--- config.mk ---
export PLATFORM = sky130hd
export DESIGN_NAME = parallel_printer_port
export DESIGN_NICKNAME = d
export VERILOG_FILES = /design/src/rtl/prn_port_pkg.sv /design/src/rtl/parallel_printer_port.sv /design/src/rtl/prn_edge_sync.sv
export SDC_FILE = /design/constraint.sdc
export NUM_CORES = 1
export LEC_CHECK = 0
export BUFFER_PORTS_ARGS = -buffer_cell sky130_fd_sc_hd__buf_4
export CORE_ASPECT_RATIO = 0.7
export CORE_MARGIN = 2
export CORE_UTILIZATION = 34
export CTS_CLUSTER_DIAMETER = 150
export CTS_CLUSTER_SIZE = 14
export DETAILED_ROUTE_END_ITERATION = 6
export PLACE_DENSITY = 0.54
export SLEW_MARGIN = 5
export SYNTH_ARGS = -nofsm -noshare
export SYNTH_HDL_FRONTEND = slang
export SYNTH_HIERARCHICAL = 1
export SYNTH_SLANG_ARGS = --single-unit
export TNS_END_PERCENT = 100
--- constraint.sdc ---
create_clock -name pclk -period 3 [get_ports pclk]
set_input_delay 0.15 -clock pclk [delete_from_list [all_inputs] [get_ports pclk]]
set_output_delay 0.15 -clock pclk [all_outputs]
set_load 0.02 [all_outputs]
--- src/rtl/prn_port_pkg.sv ---
// constants for the parallel printer port: register map, fields, timing
// assumes an APB slave with 32-bit data, one register per aligned word
package prn_port_pkg;
  // register indices: not every offset is a multiple of four, so the byte
  // address on the bus is four times the index
  localparam logic [7:0] IDX_STATUS = 8'h68;
  localparam logic [7:0] IDX_DATA = 8'h6A;
  localparam logic [7:0] IDX_SIGNAL = 8'h6E;
  localparam logic [7:0] IDX_PRIME_MASK = 8'h6C;
  localparam logic [7:0] IDX_CONFIG = 8'h70;
  localparam logic [7:0] IDX_IRQ_STAT = 8'h71;
  localparam logic [7:0] IDX_IRQ_MASK = 8'h72;
  localparam logic [7:0] IDX_PORT_A = 8'h73;
  localparam logic [7:0] IDX_PORT_C_HI = 8'h74;
  localparam logic [7:0] IDX_XFER = 8'h75;
  localparam int ADDR_W = 12;
  // status word bit positions
  localparam int ST_PAPER_OUT = 0;
  localparam int ST_RDRQ = 1;
  localparam int ST_SELECT = 3;
  localparam int ST_FAULT = 4;
  localparam int ST_SUPPLY = 7;
  // signal command word: bits 3:1 select the flag, bit 0 its value
  localparam int SIG_CODE_MSB = 3;
  localparam int SIG_CODE_LSB = 1;
  localparam int SIG_VALUE_BIT = 0;
  localparam logic [2:0] SIG_INTE = 3'h2;
  localparam logic [2:0] SIG_RECV = 3'h3;
  localparam logic [2:0] SIG_MASK = 3'h4;
  localparam logic [2:0] SIG_PRIME = 3'h7;
  localparam int SIG_MODE_BIT = 7;
  localparam int PM_PRIME_BIT = 7;
  localparam int PM_MASK_BIT = 4;
  // interrupt status bits
  localparam int IRQ_ACK = 0;
  localparam int IRQ_PAPER = 1;
  localparam int IRQ_FAULT = 2;
  localparam int IRQ_W = 3;
  // timing
  localparam int CLK_NS = 5;
  localparam int SETUP_NS = 500;
  localparam int STROBE_NS = 1000;
  localparam int SETUP_CYC = (SETUP_NS + CLK_NS - 1) / CLK_NS;
  localparam int STROBE_CYC = (STROBE_NS + CLK_NS - 1) / CLK_NS;
  localparam int CNT_W = 8;
  typedef enum logic [1:0] {XF_IDLE, XF_SETUP, XF_STROBE, XF_WAIT} xfer_e;
endpackage
--- src/rtl/parallel_printer_port.sv ---
// parallel printer port: APB registers, control lines, strobed byte output
// assumes printer lines synchronous to pclk; one APB master
//
// Summary of operation
// (RL1) Port A and upper port C act as plain static outputs for control levels.
// (RL2) Port B with lower port C runs a strobed handshake transfer.
// (RL3) Each byte is shown on all eight data lines; other levels come from ports A and C.
// (RL4) The strobe idles high and pulses low to deliver a byte.
// (RL5) The printer holds busy high whenever it cannot take data.
// (RL6) The printer drives select high when selected.
// (RL7) The printer pulses acknowledge low when the byte is taken.
// (RL8) The receive machine line is driven only in adapter style.
// (RL9) A static setting picks adapter style or the alternative interface.
// (RL10) The initialize output is low to reset the printer, high otherwise.
// (RL11) The printer drives paper out high when out of paper.
// (RL12) Reading the status register returns the live printer status lines.
// (RL13) Writing the data register loads the byte to print.
// (RL14) Data settle before strobe; a transfer starts only with busy low and ack seen.
`timescale 1ns/100ps
module parallel_printer_port
  import prn_port_pkg::*;
(
  // apb
  input wire logic pclk,
  input wire logic presetn,
  input wire logic psel,
  input wire logic penable,
  input wire logic pwrite,
  input wire logic [ADDR_W-1:0] paddr,
  input wire logic [31:0] pwdata,
  output logic [31:0] prdata,
  output logic pready,
  output logic pslverr,
  // printer
  output logic [7:0] print_data,
  output logic data_strobe_n,
  output logic init_n,
  output logic receive_machine_line,
  output logic [7:0] port_a,
  output logic [3:0] port_c_hi,
  input wire logic busy,
  input wire logic byte_accepted_pulse_n,
  input wire logic select,
  input wire logic paper_out,
  input wire logic fault_n,
  input wire logic supply_present,
  // static strap: high selects adapter style
  input wire logic adapter_style_interface,
  // interrupt
  output logic irq
);
  // registers sit one per aligned word: byte address is four times the index
  function automatic logic hit(input logic [ADDR_W-1:0] a, input logic [7:0] idx);
    hit = (a == {2'b00, idx, 2'b00});
  endfunction

  // ----------------------------------------------------------------
  // bus decode
  // ----------------------------------------------------------------
  // writes take effect in the access cycle
  wire wr = psel & penable & pwrite;
  wire rd_en = psel & ~pwrite;
  wire h_stat = hit(paddr, IDX_STATUS);
  wire h_data = hit(paddr, IDX_DATA);
  wire h_sig = hit(paddr, IDX_SIGNAL);
  wire h_pm = hit(paddr, IDX_PRIME_MASK);
  wire h_cfg = hit(paddr, IDX_CONFIG);
  wire h_ist = hit(paddr, IDX_IRQ_STAT);
  wire h_imk = hit(paddr, IDX_IRQ_MASK);
  wire h_pa = hit(paddr, IDX_PORT_A);
  wire h_pc = hit(paddr, IDX_PORT_C_HI);
  wire h_xf = hit(paddr, IDX_XFER);
  wire mapped = h_stat | h_data | h_sig | h_pm | h_cfg | h_ist | h_imk | h_pa | h_pc | h_xf;
  // every register answers at once, so no wait state is ever inserted
  assign pready = 1'b1;
  // unmapped offsets error out instead of aliasing onto a real register
  assign pslverr = psel & penable & ~mapped;

  logic inte, recv_flag, mask_flag, prime, mode_set, pending;
  logic [IRQ_W-1:0] irq_stat, irq_mask;
  logic [7:0] data_reg;
  logic [CNT_W-1:0] cnt;
  xfer_e state;
  logic ack_seen;

  // ready only once the held byte has gone and the printer is free
  wire ready_bit = ~pending & ~busy;
  wire [7:0] status_word = {supply_present, 2'b00, ~fault_n, select, 1'b0,
                            ready_bit, paper_out}; // RL12
  // command code sits above the flag value bit
  wire [2:0] sig_code = pwdata[SIG_CODE_MSB:SIG_CODE_LSB];
  wire sig_val = pwdata[SIG_VALUE_BIT];
  wire sig_cmd = wr & h_sig & ~pwdata[SIG_MODE_BIT];

  // ----------------------------------------------------------------
  // printer events
  // ----------------------------------------------------------------
  // detectors reset high: no false ack or fault edge at release of reset
  logic ack_fall, paper_rise, fault_fall;
  prn_edge_sync u_ack (.pclk(pclk), .presetn(presetn), .line_in(byte_accepted_pulse_n),
    .fall(ack_fall), .rise());
  prn_edge_sync u_flt (.pclk(pclk), .presetn(presetn), .line_in(fault_n),
    .fall(fault_fall), .rise());
  prn_edge_sync u_paper (.pclk(pclk), .presetn(presetn), .line_in(paper_out),
    .fall(), .rise(paper_rise));
  // an ack counts as an event only while the interrupt enable flag is on
  wire ack_event = ack_fall & inte;
  wire [IRQ_W-1:0] ev = {fault_fall, paper_rise, ack_event};
  wire [IRQ_W-1:0] ist_clr = (wr & h_ist) ? pwdata[IRQ_W-1:0] : '0;
  assign irq = |(irq_stat & irq_mask);

  // ----------------------------------------------------------------
  // control registers
  // ----------------------------------------------------------------
  always_ff @(posedge pclk or negedge presetn) begin
    if (!presetn) begin
      inte <= 1'b0;
      recv_flag <= 1'b0;
      mask_flag <= 1'b1;
      // prime starts released so the printer is not held in reset
      prime <= 1'b0;
      mode_set <= 1'b0;
      irq_stat <= '0;
      irq_mask <= '0;
      port_a <= 8'h00;
      port_c_hi <= 4'h0;
    end else begin
      // set wins over a clear of the same bit in one cycle
      irq_stat <= (irq_stat & ~ist_clr) | ev;
      if (wr & h_imk) irq_mask <= pwdata[IRQ_W-1:0];
      if (wr & h_pa) port_a <= pwdata[7:0]; // RL1
      if (wr & h_pc) port_c_hi <= pwdata[3:0]; // RL1
      if (wr & h_sig & pwdata[SIG_MODE_BIT]) mode_set <= 1'b1; // RL2
      if (sig_cmd && sig_code == SIG_INTE) inte <= sig_val;
      if (sig_cmd && sig_code == SIG_RECV) recv_flag <= sig_val;
      if (sig_cmd && sig_code == SIG_MASK) mask_flag <= ~sig_val;
      if (sig_cmd && sig_code == SIG_PRIME) prime <= ~sig_val; // RL10
      if (wr & h_pm) begin
        prime <= ~pwdata[PM_PRIME_BIT]; // RL10
        mask_flag <= ~pwdata[PM_MASK_BIT];
      end
    end
  end

  // RL9 RL8
  // the flag is kept in either variant; only the pin is gated by the strap
  assign receive_machine_line = adapter_style_interface & recv_flag;
  assign init_n = ~prime; // RL10

  // ----------------------------------------------------------------
  // strobed transfer
  // ----------------------------------------------------------------
  wire load = wr & h_data & ~pending; // RL13
  // a write while a byte is pending is dropped; software polls ready first
  // busy high or an ack still owed from the last byte holds the next one back
  wire can_start = pending & mode_set & ~busy & ack_seen; // RL14 RL5
  always_ff @(posedge pclk or negedge presetn) begin
    if (!presetn) begin
      state <= XF_IDLE;
      data_reg <= 8'h00;
      pending <= 1'b0;
      cnt <= '0;
      // the first byte after reset owes no ack
      ack_seen <= 1'b1;
      data_strobe_n <= 1'b1;
      print_data <= 8'h00;
    end else begin
      if (load) begin
        data_reg <= pwdata[7:0]; // RL13
        pending <= 1'b1;
      end
      if (ack_fall) ack_seen <= 1'b1; // RL7
      unique case (state)
        XF_IDLE: begin
          if (can_start) begin
            print_data <= data_reg; // RL3
            cnt <= CNT_W'(SETUP_CYC - 1);
            state <= XF_SETUP;
          end
        end
        XF_SETUP: begin
          // data already on the lines; wait out the setup time first
          if (cnt == '0) begin
            data_strobe_n <= 1'b0; // RL4
            cnt <= CNT_W'(STROBE_CYC - 1);
            state <= XF_STROBE;
          end else begin
            cnt <= cnt - 1'b1;
          end
        end
        XF_STROBE: begin
          if (cnt == '0) begin
            data_strobe_n <= 1'b1; // RL4
            // an ack on this very edge still counts for the next byte
            ack_seen <= ack_fall;
            pending <= 1'b0;
            state <= XF_WAIT;
          end else begin
            cnt <= cnt - 1'b1;
          end
        end
        // one spare cycle lets busy from the printer settle before idle
        XF_WAIT: state <= XF_IDLE;
      endcase
    end
  end

  // ----------------------------------------------------------------
  // read mux
  // ----------------------------------------------------------------
  // unmapped reads return zero alongside the error response
  wire [31:0] rd_mux =
    h_stat ? {24'h000000, status_word} :
    h_data ? {24'h000000, data_reg} :
    h_sig ? {28'h0000000, mask_flag, recv_flag, inte, mode_set} :
    h_cfg ? {31'h00000000, adapter_style_interface} :
    h_ist ? {29'h00000000, irq_stat} :
    h_imk ? {29'h00000000, irq_mask} :
    h_pa ? {24'h000000, port_a} :
    h_pc ? {28'h0000000, port_c_hi} :
    h_xf ? {27'h0000000, ack_seen, pending, state == XF_IDLE, ~data_strobe_n, init_n} :
    32'h00000000;
  assign prdata = rd_en ? rd_mux : 32'h00000000;
endmodule

--- src/rtl/prn_edge_sync.sv ---
// edge detector for printer handshake inputs
// assumes inputs already synchronous to pclk
`timescale 1ns/100ps
module prn_edge_sync (
  // clock and reset
  input wire logic pclk,
  input wire logic presetn,
  // line
  input wire logic line_in,
  output logic fall,
  output logic rise
);
  logic last;
  always_ff @(posedge pclk or negedge presetn) begin
    if (!presetn) begin
      last <= 1'b1;
    end else begin
      last <= line_in;
    end
  end
  assign fall = last & ~line_in;
  assign rise = ~last & line_in;
endmodule

==> results.cfg, run 1 <==
[sta]
totalNegativeSetupSlack_ns = 0
time_the_worst_path_needs_with_i_o_delays_and_setup_ns = 2.42
max_slew_headroom = 0.530
finalHoldViolCount = 0
worst_slack_ns = 0.583
skew_ns = 0.00665
max_freq_mhz = 414
timing.final.max_slew_violations = 0
worst_pin_slew_ns = 0.706
final.period_utilization = 0.806
grt_setup_unrepaired = false
finalSetupViolations = 0

[placed_design]
post-dp-hpwl_microns = 6710
gp_congestion = 0.840
placement.setup.worst_slack_ns = 0.581
place.port_buffers = 64

[worst_hold_path]
timing.hold.worst.class = primary input to flop
holdPathEnd = mask_flag$_DFFE_PN1P_
timing.hold.worst.start = pwdata[4]
hold_depth = 2

[floorplanning]
die_height_microns = 86.4
start_util = 0.345
placeableCoreArea_sq_um = 9570
die_area_sq_um = 10500
core.rowCount = 30
die_x_microns = 122
io-pin-count = 114

[power]
pd_cells_nw_per_um2 = 594
total_leakage_power_nw = 1.86
total_power_mw = 2.38
ir_drop_uv = 185

[detailed_routing]
wl_microns = 8850
routedWlPerCell_microns = 17.1
drt_first_iter_violations = 222
dr.pass1.iters = 5
drc = 0
detail_route.vias_per_cell = 5.24
ant_nets = 0
num_vias = 2719

[layout]
design.final.nets = 452
combined_flip_flop_and_latch_cell_area_sq_um = 1380
antenna_diode_count = 0
layout-drive-gt1-share = 0.325
layout_common_cells = sky130_fd_sc_hd__buf_4 (66), sky130_fd_sc_hd__dfrtp_1 (49), sky130_fd_sc_hd__mux2_2 (31)
area.growth.synth_to_final_pct = 21.3
layout_commonest_cell = sky130_fd_sc_hd__buf_4
nFillCells = 966
multi_input_area_sq_um = 1700

[critical_path]
slowest_delay_ns = 0.52
critPathLaunchType = flop
reg2reg_depth = 7
crit_chain = inv_1 > ha_1 > or4b_4 > nor4_4 > a211oi_2 > a22o_2 > a22oi_1
setup.worst_path.class = flop to flop
worstReg2RegEnd = cnt[0]$_DFFE_PN0P_
worst_ep_required_time_ns = 3.21
r2r_start = cnt[0]$_DFFE_PN0P_
critical-path-slowest-cell = sky130_fd_sc_hd__or4b_4
path_max_fanout = 11
cp.arrival_ns = 2.63
crit_path_end_kind = flop
worst-r2r-setup-slack_ns = 0.58

[clocking]
path_clk_slew_ns = 0.07
cts_repair_resize_count = 0
cts_post_setup_buffers_inserted = 0
cts.sinks = 55
cell_at_the_root_of_the_clock_tree = sky130_fd_sc_hd__clkbuf_16
tritoncts = done
number_of_buffers_created_by_cts = 5
ctsHtreeMaxLevel = 2
clock_path_buffers = 2
clock_latency_ns = 0.29

[yosys]
synth.yosys.warnings = 6
summed_instance_area_of_the_synthesized_netlist_sq_um = 3300
post_synth.cell_area_avg_sq_um = 10.0
syn_inst = 330

[global_route]
antenna_found_initial = 0
global_route_wire_length_before_repair_microns = 13800
globalRoute.totalOverflow = 0
grt_max_degree = 56
via_count_of_the_first_global_routing_pass = 2435
grt_usage = 0.171

[run]
maxCapViolations = 0

[run_status]
result_of_the_run = completed
==> timing repair <==
item                       in CTS  in global routing
hold endpoints to repair       52                  0
setup endpoints to repair       0                  0
hold buffers                    4                  0
==> worst max path at each step <==
stage | from | end | slack (ns) | depth (start not counted)
after floorplan | paddr[5] | prdata[0] | 0.79 | 5
after global placement | cnt[0]$_DFFE_PN0P_ | cnt[0]$_DFFE_PN0P_ | 0.62 | 7
after detailed placement | cnt[0]$_DFFE_PN0P_ | cnt[0]$_DFFE_PN0P_ | 0.58 | 7
after CTS | cnt[0]$_DFFE_PN0P_ | cnt[0]$_DFFE_PN0P_ | 0.56 | 7
after global routing | cnt[0]$_DFFE_PN0P_ | cnt[0]$_DFFE_PN0P_ | 0.40 | 7
final | cnt[0]$_DFFE_PN0P_ | cnt[0]$_DFFE_PN0P_ | 0.58 | 7
==> layout make-up <==
type,count,share of cell area
Clock buffer,6,0.0347
Multi-Input combinational cell,246,0.426
Timing Repair Buffer,70,0.134
Sequential cell,55,0.346
Inverter,12,0.0113
Tap cell,128,0.0400
Clock inverter,2,0.00875
==> power by group <==
group / total [mW] / switching (mW) / internal (mW) / leakage [nW]
Clock: 0.678 / 0.262 / 0.415 / 0.0868
Sequential: 0.911 / 0.0906 / 0.820 / 0.710
Combinational: 0.789 / 0.462 / 0.327 / 1.06
==> per-stage QoR <==
| stage | area [sq um] | cells | utilization | hold WS, ns |
|---|---|---|---|---|
| global placement | 3790 | 507 | 0.396 | 0.255 |
| global route | 4000 | 519 | 0.418 | 0.0166 |
| CTS | 4000 | 519 | 0.418 | 0.0205 |
| floorplan | 3390 | 353 | - | -0.146 |
| finish | 4000 | 519 | 0.418 | 0.0237 |
| detailed placement | 3790 | 507 | 0.396 | 0.256 |
==> worst max-delay path: cells and delay by family, from the launching register on <==
kind / cells / cell delay (ns)
AOI/OAI and AO/OA: 3 / 0.66
buffers and inverters: 1 / 0.13
and+or+nand+nor: 2 / 0.90
DFF: 1 / 0.40
adders and majority gates: 1 / 0.24
==> routing by layer <==
layer  part of all wire  vias up  wire length [microns]  GRT usage
met5                  0        -                      0          0
met4             0.0045        0                     40     0.0282
met3              0.072        5                    640     0.0303
met2               0.39      111                   3490      0.215
met1               0.53     1323                   4670      0.296
li1                   -     1280                      -          -
Note: power is estimated with default switching activity, not from simulation.
==> inputs of run 2 (changes only) <==
PLACE_DENSITY = 0.56   (was 0.54)
clock period = 2.2 ns   (was 3 ns; I/O delays follow)
==> run 2 against run 1 <==
  * Setup slack worse by 0.49 ns
  * Clock power grew 34%
  * Count of clock-buffer cells in the layout stayed put
  * Routed wire length grew 3.7%
  * Critical path depth grew 1
  * First-iteration DRC count down 7.2%
  * Die area did not move
  * Final cell count up 2.9%
  * Register-to-register slack lost 0.49 ns
  * Combinational power grew 63%
  * Critical path type unchanged
  * Critical endpoint is now cnt[7]$_DFFE_PN0P_
  * Highest routed layer unchanged
==> results.cfg, run 2 (synthesis gave the netlist of run 1 again) <==
[sta]
timing.final.max_slew_violations = 0
skew_ns = 0.00655
time_the_worst_path_needs_with_i_o_delays_and_setup_ns = 2.11
worst_slack_ns = 0.0906
totalNegativeSetupSlack_ns = 0
finalSetupViolations = 0
max_freq_mhz = 474
max_slew_headroom = 0.521
final.period_utilization = 0.959
post_route_hold_slack_ns = 0.0664
worst_pin_slew_ns = 0.719
finalHoldViolCount = 0
grt_setup_unrepaired = false

[clocking]
tritoncts = done
cell_at_the_root_of_the_clock_tree = sky130_fd_sc_hd__clkbuf_16
cts.sinks = 55
clock_path_buffers = 2
ctsHtreeMaxLevel = 2
path_clk_slew_ns = 0.07
clock_latency_ns = 0.30
number_of_buffers_created_by_cts = 5

[layout]
layout_commonest_cell = sky130_fd_sc_hd__buf_4
antenna_diode_count = 0
layout-drive-gt1-share = 0.365
area.growth.synth_to_final_pct = 26.3
layout_common_cells = sky130_fd_sc_hd__buf_4 (79), sky130_fd_sc_hd__dfrtp_1 (49), sky130_fd_sc_hd__mux2_2 (31)
finish.utilization = 0.436
final_area_sq_um = 4170
design.final.nets = 467
post_layout_instance_count_excluding_filler_cells = 534

[critical_path]
crit_path_end_kind = flop
critical-path-slowest-cell = sky130_fd_sc_hd__or4b_4
path_max_fanout = 5
cp.arrival_ns = 2.30
slowest_delay_ns = 0.48
worst_ep_required_time_ns = 2.39
critPathLaunchType = flop
crit_chain = inv_2 > ha_4 > or4b_4 > nor4_4 > buf_4 > a211o_2 > nor4_1 > o22a_1
setup.worst_path.class = flop to flop

[global_route]
antenna_found_initial = 0
grt_max_degree = 56
global_route_wire_length_before_repair_microns = 14300
globalRoute.totalOverflow = 0
grt_usage = 0.178
via_count_of_the_first_global_routing_pass = 2588

[detailed_routing]
num_vias = 2806
routedWlPerCell_microns = 17.2
ant_nets = 0
detail_route.vias_per_cell = 5.25
wl_microns = 9180
drc = 0
dr.pass1.iters = 4
drt_first_iter_violations = 206

[placed_design]
placement.setup.worst_slack_ns = 0.0509
place.port_buffers = 64
placed_instance_area_sq_um = 3860
post-dp-hpwl_microns = 6730
gp_congestion = 0.834
place.detailed.instances = 516

[floorplanning]
placeableCoreArea_sq_um = 9570
die_height_microns = 86.4
die_area_sq_um = 10500
io-pin-count = 114
core.rowCount = 30
start_util = 0.345
die_x_microns = 122

[power]
ir_drop_uv = 231
total_power_mw = 3.44
pd_cells_nw_per_um2 = 826
total_leakage_power_nw = 1.92

[run_status]
result_of_the_run = completed

[run]
maxCapViolations = 0

[worst_hold_path]
timing.hold.worst.class = primary input to flop
-- run 2: routing by layer --
| metal | track usage | vias up | share of wire |
|---|---|---|---|
| met1 | 0.288 | 1398 | 0.51 |
| met4 | 0.0282 | 0 | 0.0056 |
| met2 | 0.242 | 86 | 0.42 |
| met3 | 0.0395 | 5 | 0.061 |
| met5 | 0 | - | 0 |
| li1 | - | 1317 | - |
-- run 2: timing repair --
| item | 4_1_cts | 5_1_grt |
|---|---|---|
| gates resized for setup | 0 | 11 |
| setup endpoints to repair | 0 | 11 |
| endpoints found under the hold margin | 53 | 0 |
| setup buffers | 0 | 4 |
| hold buffers | 5 | 0 |
-- run 2: path summary, 6_finish.rpt --
| path | start | slack [ns] | cells past startpoint | end |
|---|---|---|---|---|
| min | pwdata[6] | 0.07 | 2 | data_reg[6]$_DFFE_PN0P_ |
| max | cnt[0]$_DFFE_PN0P_ | 0.09 | 8 | cnt[7]$_DFFE_PN0P_ |
| max in group asynchronous | presetn | 1.32 | 2 | print_data[1]$_DFFE_PN0P_ |
| min reg2reg | data_reg[0]$_DFFE_PN0P_ | 0.48 | 2 | data_reg[0]$_DFFE_PN0P_ |
| min in group asynchronous | presetn | 0.41 | 2 | port_c_hi[1]$_DFFE_PN0P_ |
| max reg2reg | cnt[0]$_DFFE_PN0P_ | 0.09 | 8 | cnt[7]$_DFFE_PN0P_ |
-- run 2: critical path, delay by kind of cell (launching register included) --
| family | cells | cell delay (ns) |
|---|---|---|
| AO/OA/AOI/OAI | 2 | 0.38 |
| adder cells (fa/ha/maj) | 1 | 0.13 |
| buffers and inverters | 2 | 0.29 |
| flip-flops | 1 | 0.40 |
| AND/OR/NAND/NOR | 3 | 0.78 |
-- run 2: report_power, final --
| part | switching, mW | leakage, nW | internal, mW |
|---|---|---|---|
| sequential | 0.126 | 0.710 | 1.12 |
| combinational | 0.716 | 1.14 | 0.576 |
| clock | 0.368 | 0.0771 | 0.538 |
-- run 2: layout make-up --
cell class	count	area [sq um]
tap	128	160
timing repair buffer	84	643
inverter	12	45.0
clock inverter	2	37.5
sequential	55	1380
multi-input combinational	247	1770
fill	955	5400
clock buffer	6	129
==> inputs of run 3 (changes only) <==
CTS_BUF_LIST = sky130_fd_sc_hd__clkbuf_8   (was unset)
==> run 3 against run 2 <==
  * Hold slack worse by 0.023 ns
  * Clock skew rose by 0.0040 ns
  * Sequential share of layout area grew 0.45 points
  * First-iteration DRC count increased by 21%
  * Largest cell class unchanged
==> results.cfg, run 3 (synthesis gave the netlist of run 1 again) <==
[sta]
totalNegativeSetupSlack_ns = 0
max_slew_headroom = 0.524
timing.final.max_slew_violations = 0
final.period_utilization = 0.962
finalHoldViolCount = 0
finalSetupViolations = 0
skew_ns = 0.0106
max_freq_mhz = 473
time_the_worst_path_needs_with_i_o_delays_and_setup_ns = 2.12
grt_setup_unrepaired = false
worst_pin_slew_ns = 0.714

[detailed_routing]
num_vias = 2761
ant_nets = 0
detail_route.vias_per_cell = 5.17
dr.pass1.iters = 5
routedWlPerCell_microns = 17.1
wl_microns = 9110
drt_first_iter_violations = 249
drc = 0

[critical_path]
cp.arrival_ns = 2.33
setup.worst_path.class = flop to flop
reg2reg_depth = 8
worst_ep_required_time_ns = 2.42
path_max_fanout = 5
crit_path_end_kind = flop
r2r_start = cnt[0]$_DFFE_PN0P_
worst-r2r-setup-slack_ns = 0.08
critPathLaunchType = flop
worstReg2RegEnd = cnt[7]$_DFFE_PN0P_

[layout]
layout_commonest_cell = sky130_fd_sc_hd__buf_4
finish.utilization = 0.430
design.final.nets = 467
area.growth.synth_to_final_pct = 24.6
antenna_diode_count = 0
layout-drive-gt1-share = 0.365
layout_common_cells = sky130_fd_sc_hd__buf_4 (79), sky130_fd_sc_hd__dfrtp_1 (49), sky130_fd_sc_hd__mux2_2 (31)
nFillCells = 960

[placed_design]
post-dp-hpwl_microns = 6730
gp_congestion = 0.834
place.port_buffers = 64

[floorplanning]
die_height_microns = 86.4
die_x_microns = 122
start_util = 0.345
die_area_sq_um = 10500
core.rowCount = 30
placeableCoreArea_sq_um = 9570
io-pin-count = 114

[worst_hold_path]
timing.hold.worst.class = primary input to flop
hold_depth = 2
holdPathEnd = port_a[6]$_DFFE_PN0P_
timing.hold.worst.start = pwdata[6]

[power]
ir_drop_uv = 232
pd_cells_nw_per_um2 = 782
total_leakage_power_nw = 1.90

[clocking]
cts.sinks = 55
number_of_buffers_created_by_cts = 5
clock_latency_ns = 0.32
clock_path_buffers = 2
cell_at_the_root_of_the_clock_tree = sky130_fd_sc_hd__clkbuf_8
tritoncts = done
path_clk_slew_ns = 0.10
ctsHtreeMaxLevel = 2

[run_status]
result_of_the_run = completed

[global_route]
antenna_found_initial = 0
grt_usage = 0.176
global_route_wire_length_before_repair_microns = 14200
grt_max_degree = 56
globalRoute.totalOverflow = 0
via_count_of_the_first_global_routing_pass = 2583

[run]
maxCapViolations = 0
-- run 3: changes by cell type in the layout (fill, tap and decap cells not counted) --
cell	change
sky130_fd_sc_hd__inv_1	+1
sky130_fd_sc_hd__clkbuf_8	+5
sky130_fd_sc_hd__clkbuf_16	-5
sky130_fd_sc_hd__clkbuf_1	-1
-- run 3: layout make-up --
| class | instances | area [sq um] | share of cell area |
|---|---|---|---|
| Inverter | 12 | 45.0 | 0.0110 |
| Multi-Input combinational cell | 247 | 1770 | 0.430 |
| Timing Repair Buffer | 84 | 643 | 0.156 |
| Tap cell | 128 | 160 | 0.0389 |
| Clock buffer | 5 | 68.8 | 0.0167 |
| Clock inverter | 3 | 41.3 | 0.0100 |
| Sequential cell | 55 | 1380 | 0.336 |
-- run 3: what timing repair did --
action                                  in CTS  in global routing
buffers inserted                             0                  4
endpoints found under the setup margin       0                 11
hold buffers                                 5                  0
resized for setup                            0                 11
hold endpoints to repair                    53                  0
-- run 3: critical path, cell delays in order (launching register included) --
cell and delay [ns]:
sky130_fd_sc_hd__dfrtp_1 0.42, sky130_fd_sc_hd__inv_2 0.09, sky130_fd_sc_hd__ha_4 0.13, sky130_fd_sc_hd__or4b_4 0.48, sky130_fd_sc_hd__nor4_4 0.24, sky130_fd_sc_hd__buf_4 0.20, sky130_fd_sc_hd__a211o_2 0.18, sky130_fd_sc_hd__nor4_1 0.06
sky130_fd_sc_hd__o22a_1 0.20
-- run 3: worst max-delay path by stage --
stage                     depth (start not counted)            endpoint  slack [ns]                  from
after floorplan                                   5           prdata[0]        0.07              paddr[5]
after detailed placement                          8  cnt[7]$_DFFE_PN0P_        0.05    cnt[0]$_DFFE_PN0P_
final                                             8  cnt[7]$_DFFE_PN0P_        0.08    cnt[0]$_DFFE_PN0P_
after global placement                            8  cnt[7]$_DFFE_PN0P_        0.08    cnt[0]$_DFFE_PN0P_
after CTS                                         7           prdata[2]        0.01  state[0]$_DFFE_PN0P_
after global routing                              8  cnt[7]$_DFFE_PN0P_       0.001    cnt[0]$_DFFE_PN0P_
-- run 3: where the power goes --
group	switching [mW]	internal, mW
logic	0.718	0.577
registers	0.126	1.12
clock network	0.341	0.336
-- run 3: stage by stage --
step / setup slack [ns] / std cells / total power, mW / hold WS [ns] / area, sq um
after floorplan: 0.0669 / 353 / 2.09 / -0.186 / 3390
after global placement: 0.0822 / 516 / 2.36 / 0.216 / 3860
after detailed placement: 0.0509 / 516 / 2.39 / 0.221 / 3860
after CTS: 0.0141 / 529 / 3.08 / 0.0367 / 4020
after global routing: 0.00109 / 534 / 3.44 / 0.0325 / 4110
final: 0.0847 / 534 / 3.22 / 0.0438 / 4110
-- run 3: metal layers --
metal,wire length [microns],vias up,global-route usage,share of wire
li1,-,1311,-,-
met1,4700,1369,0.288,0.52
met2,3830,74,0.239,0.42
met3,518,7,0.0316,0.057
met4,59,0,0.0313,0.0065
met5,0,-,0,0
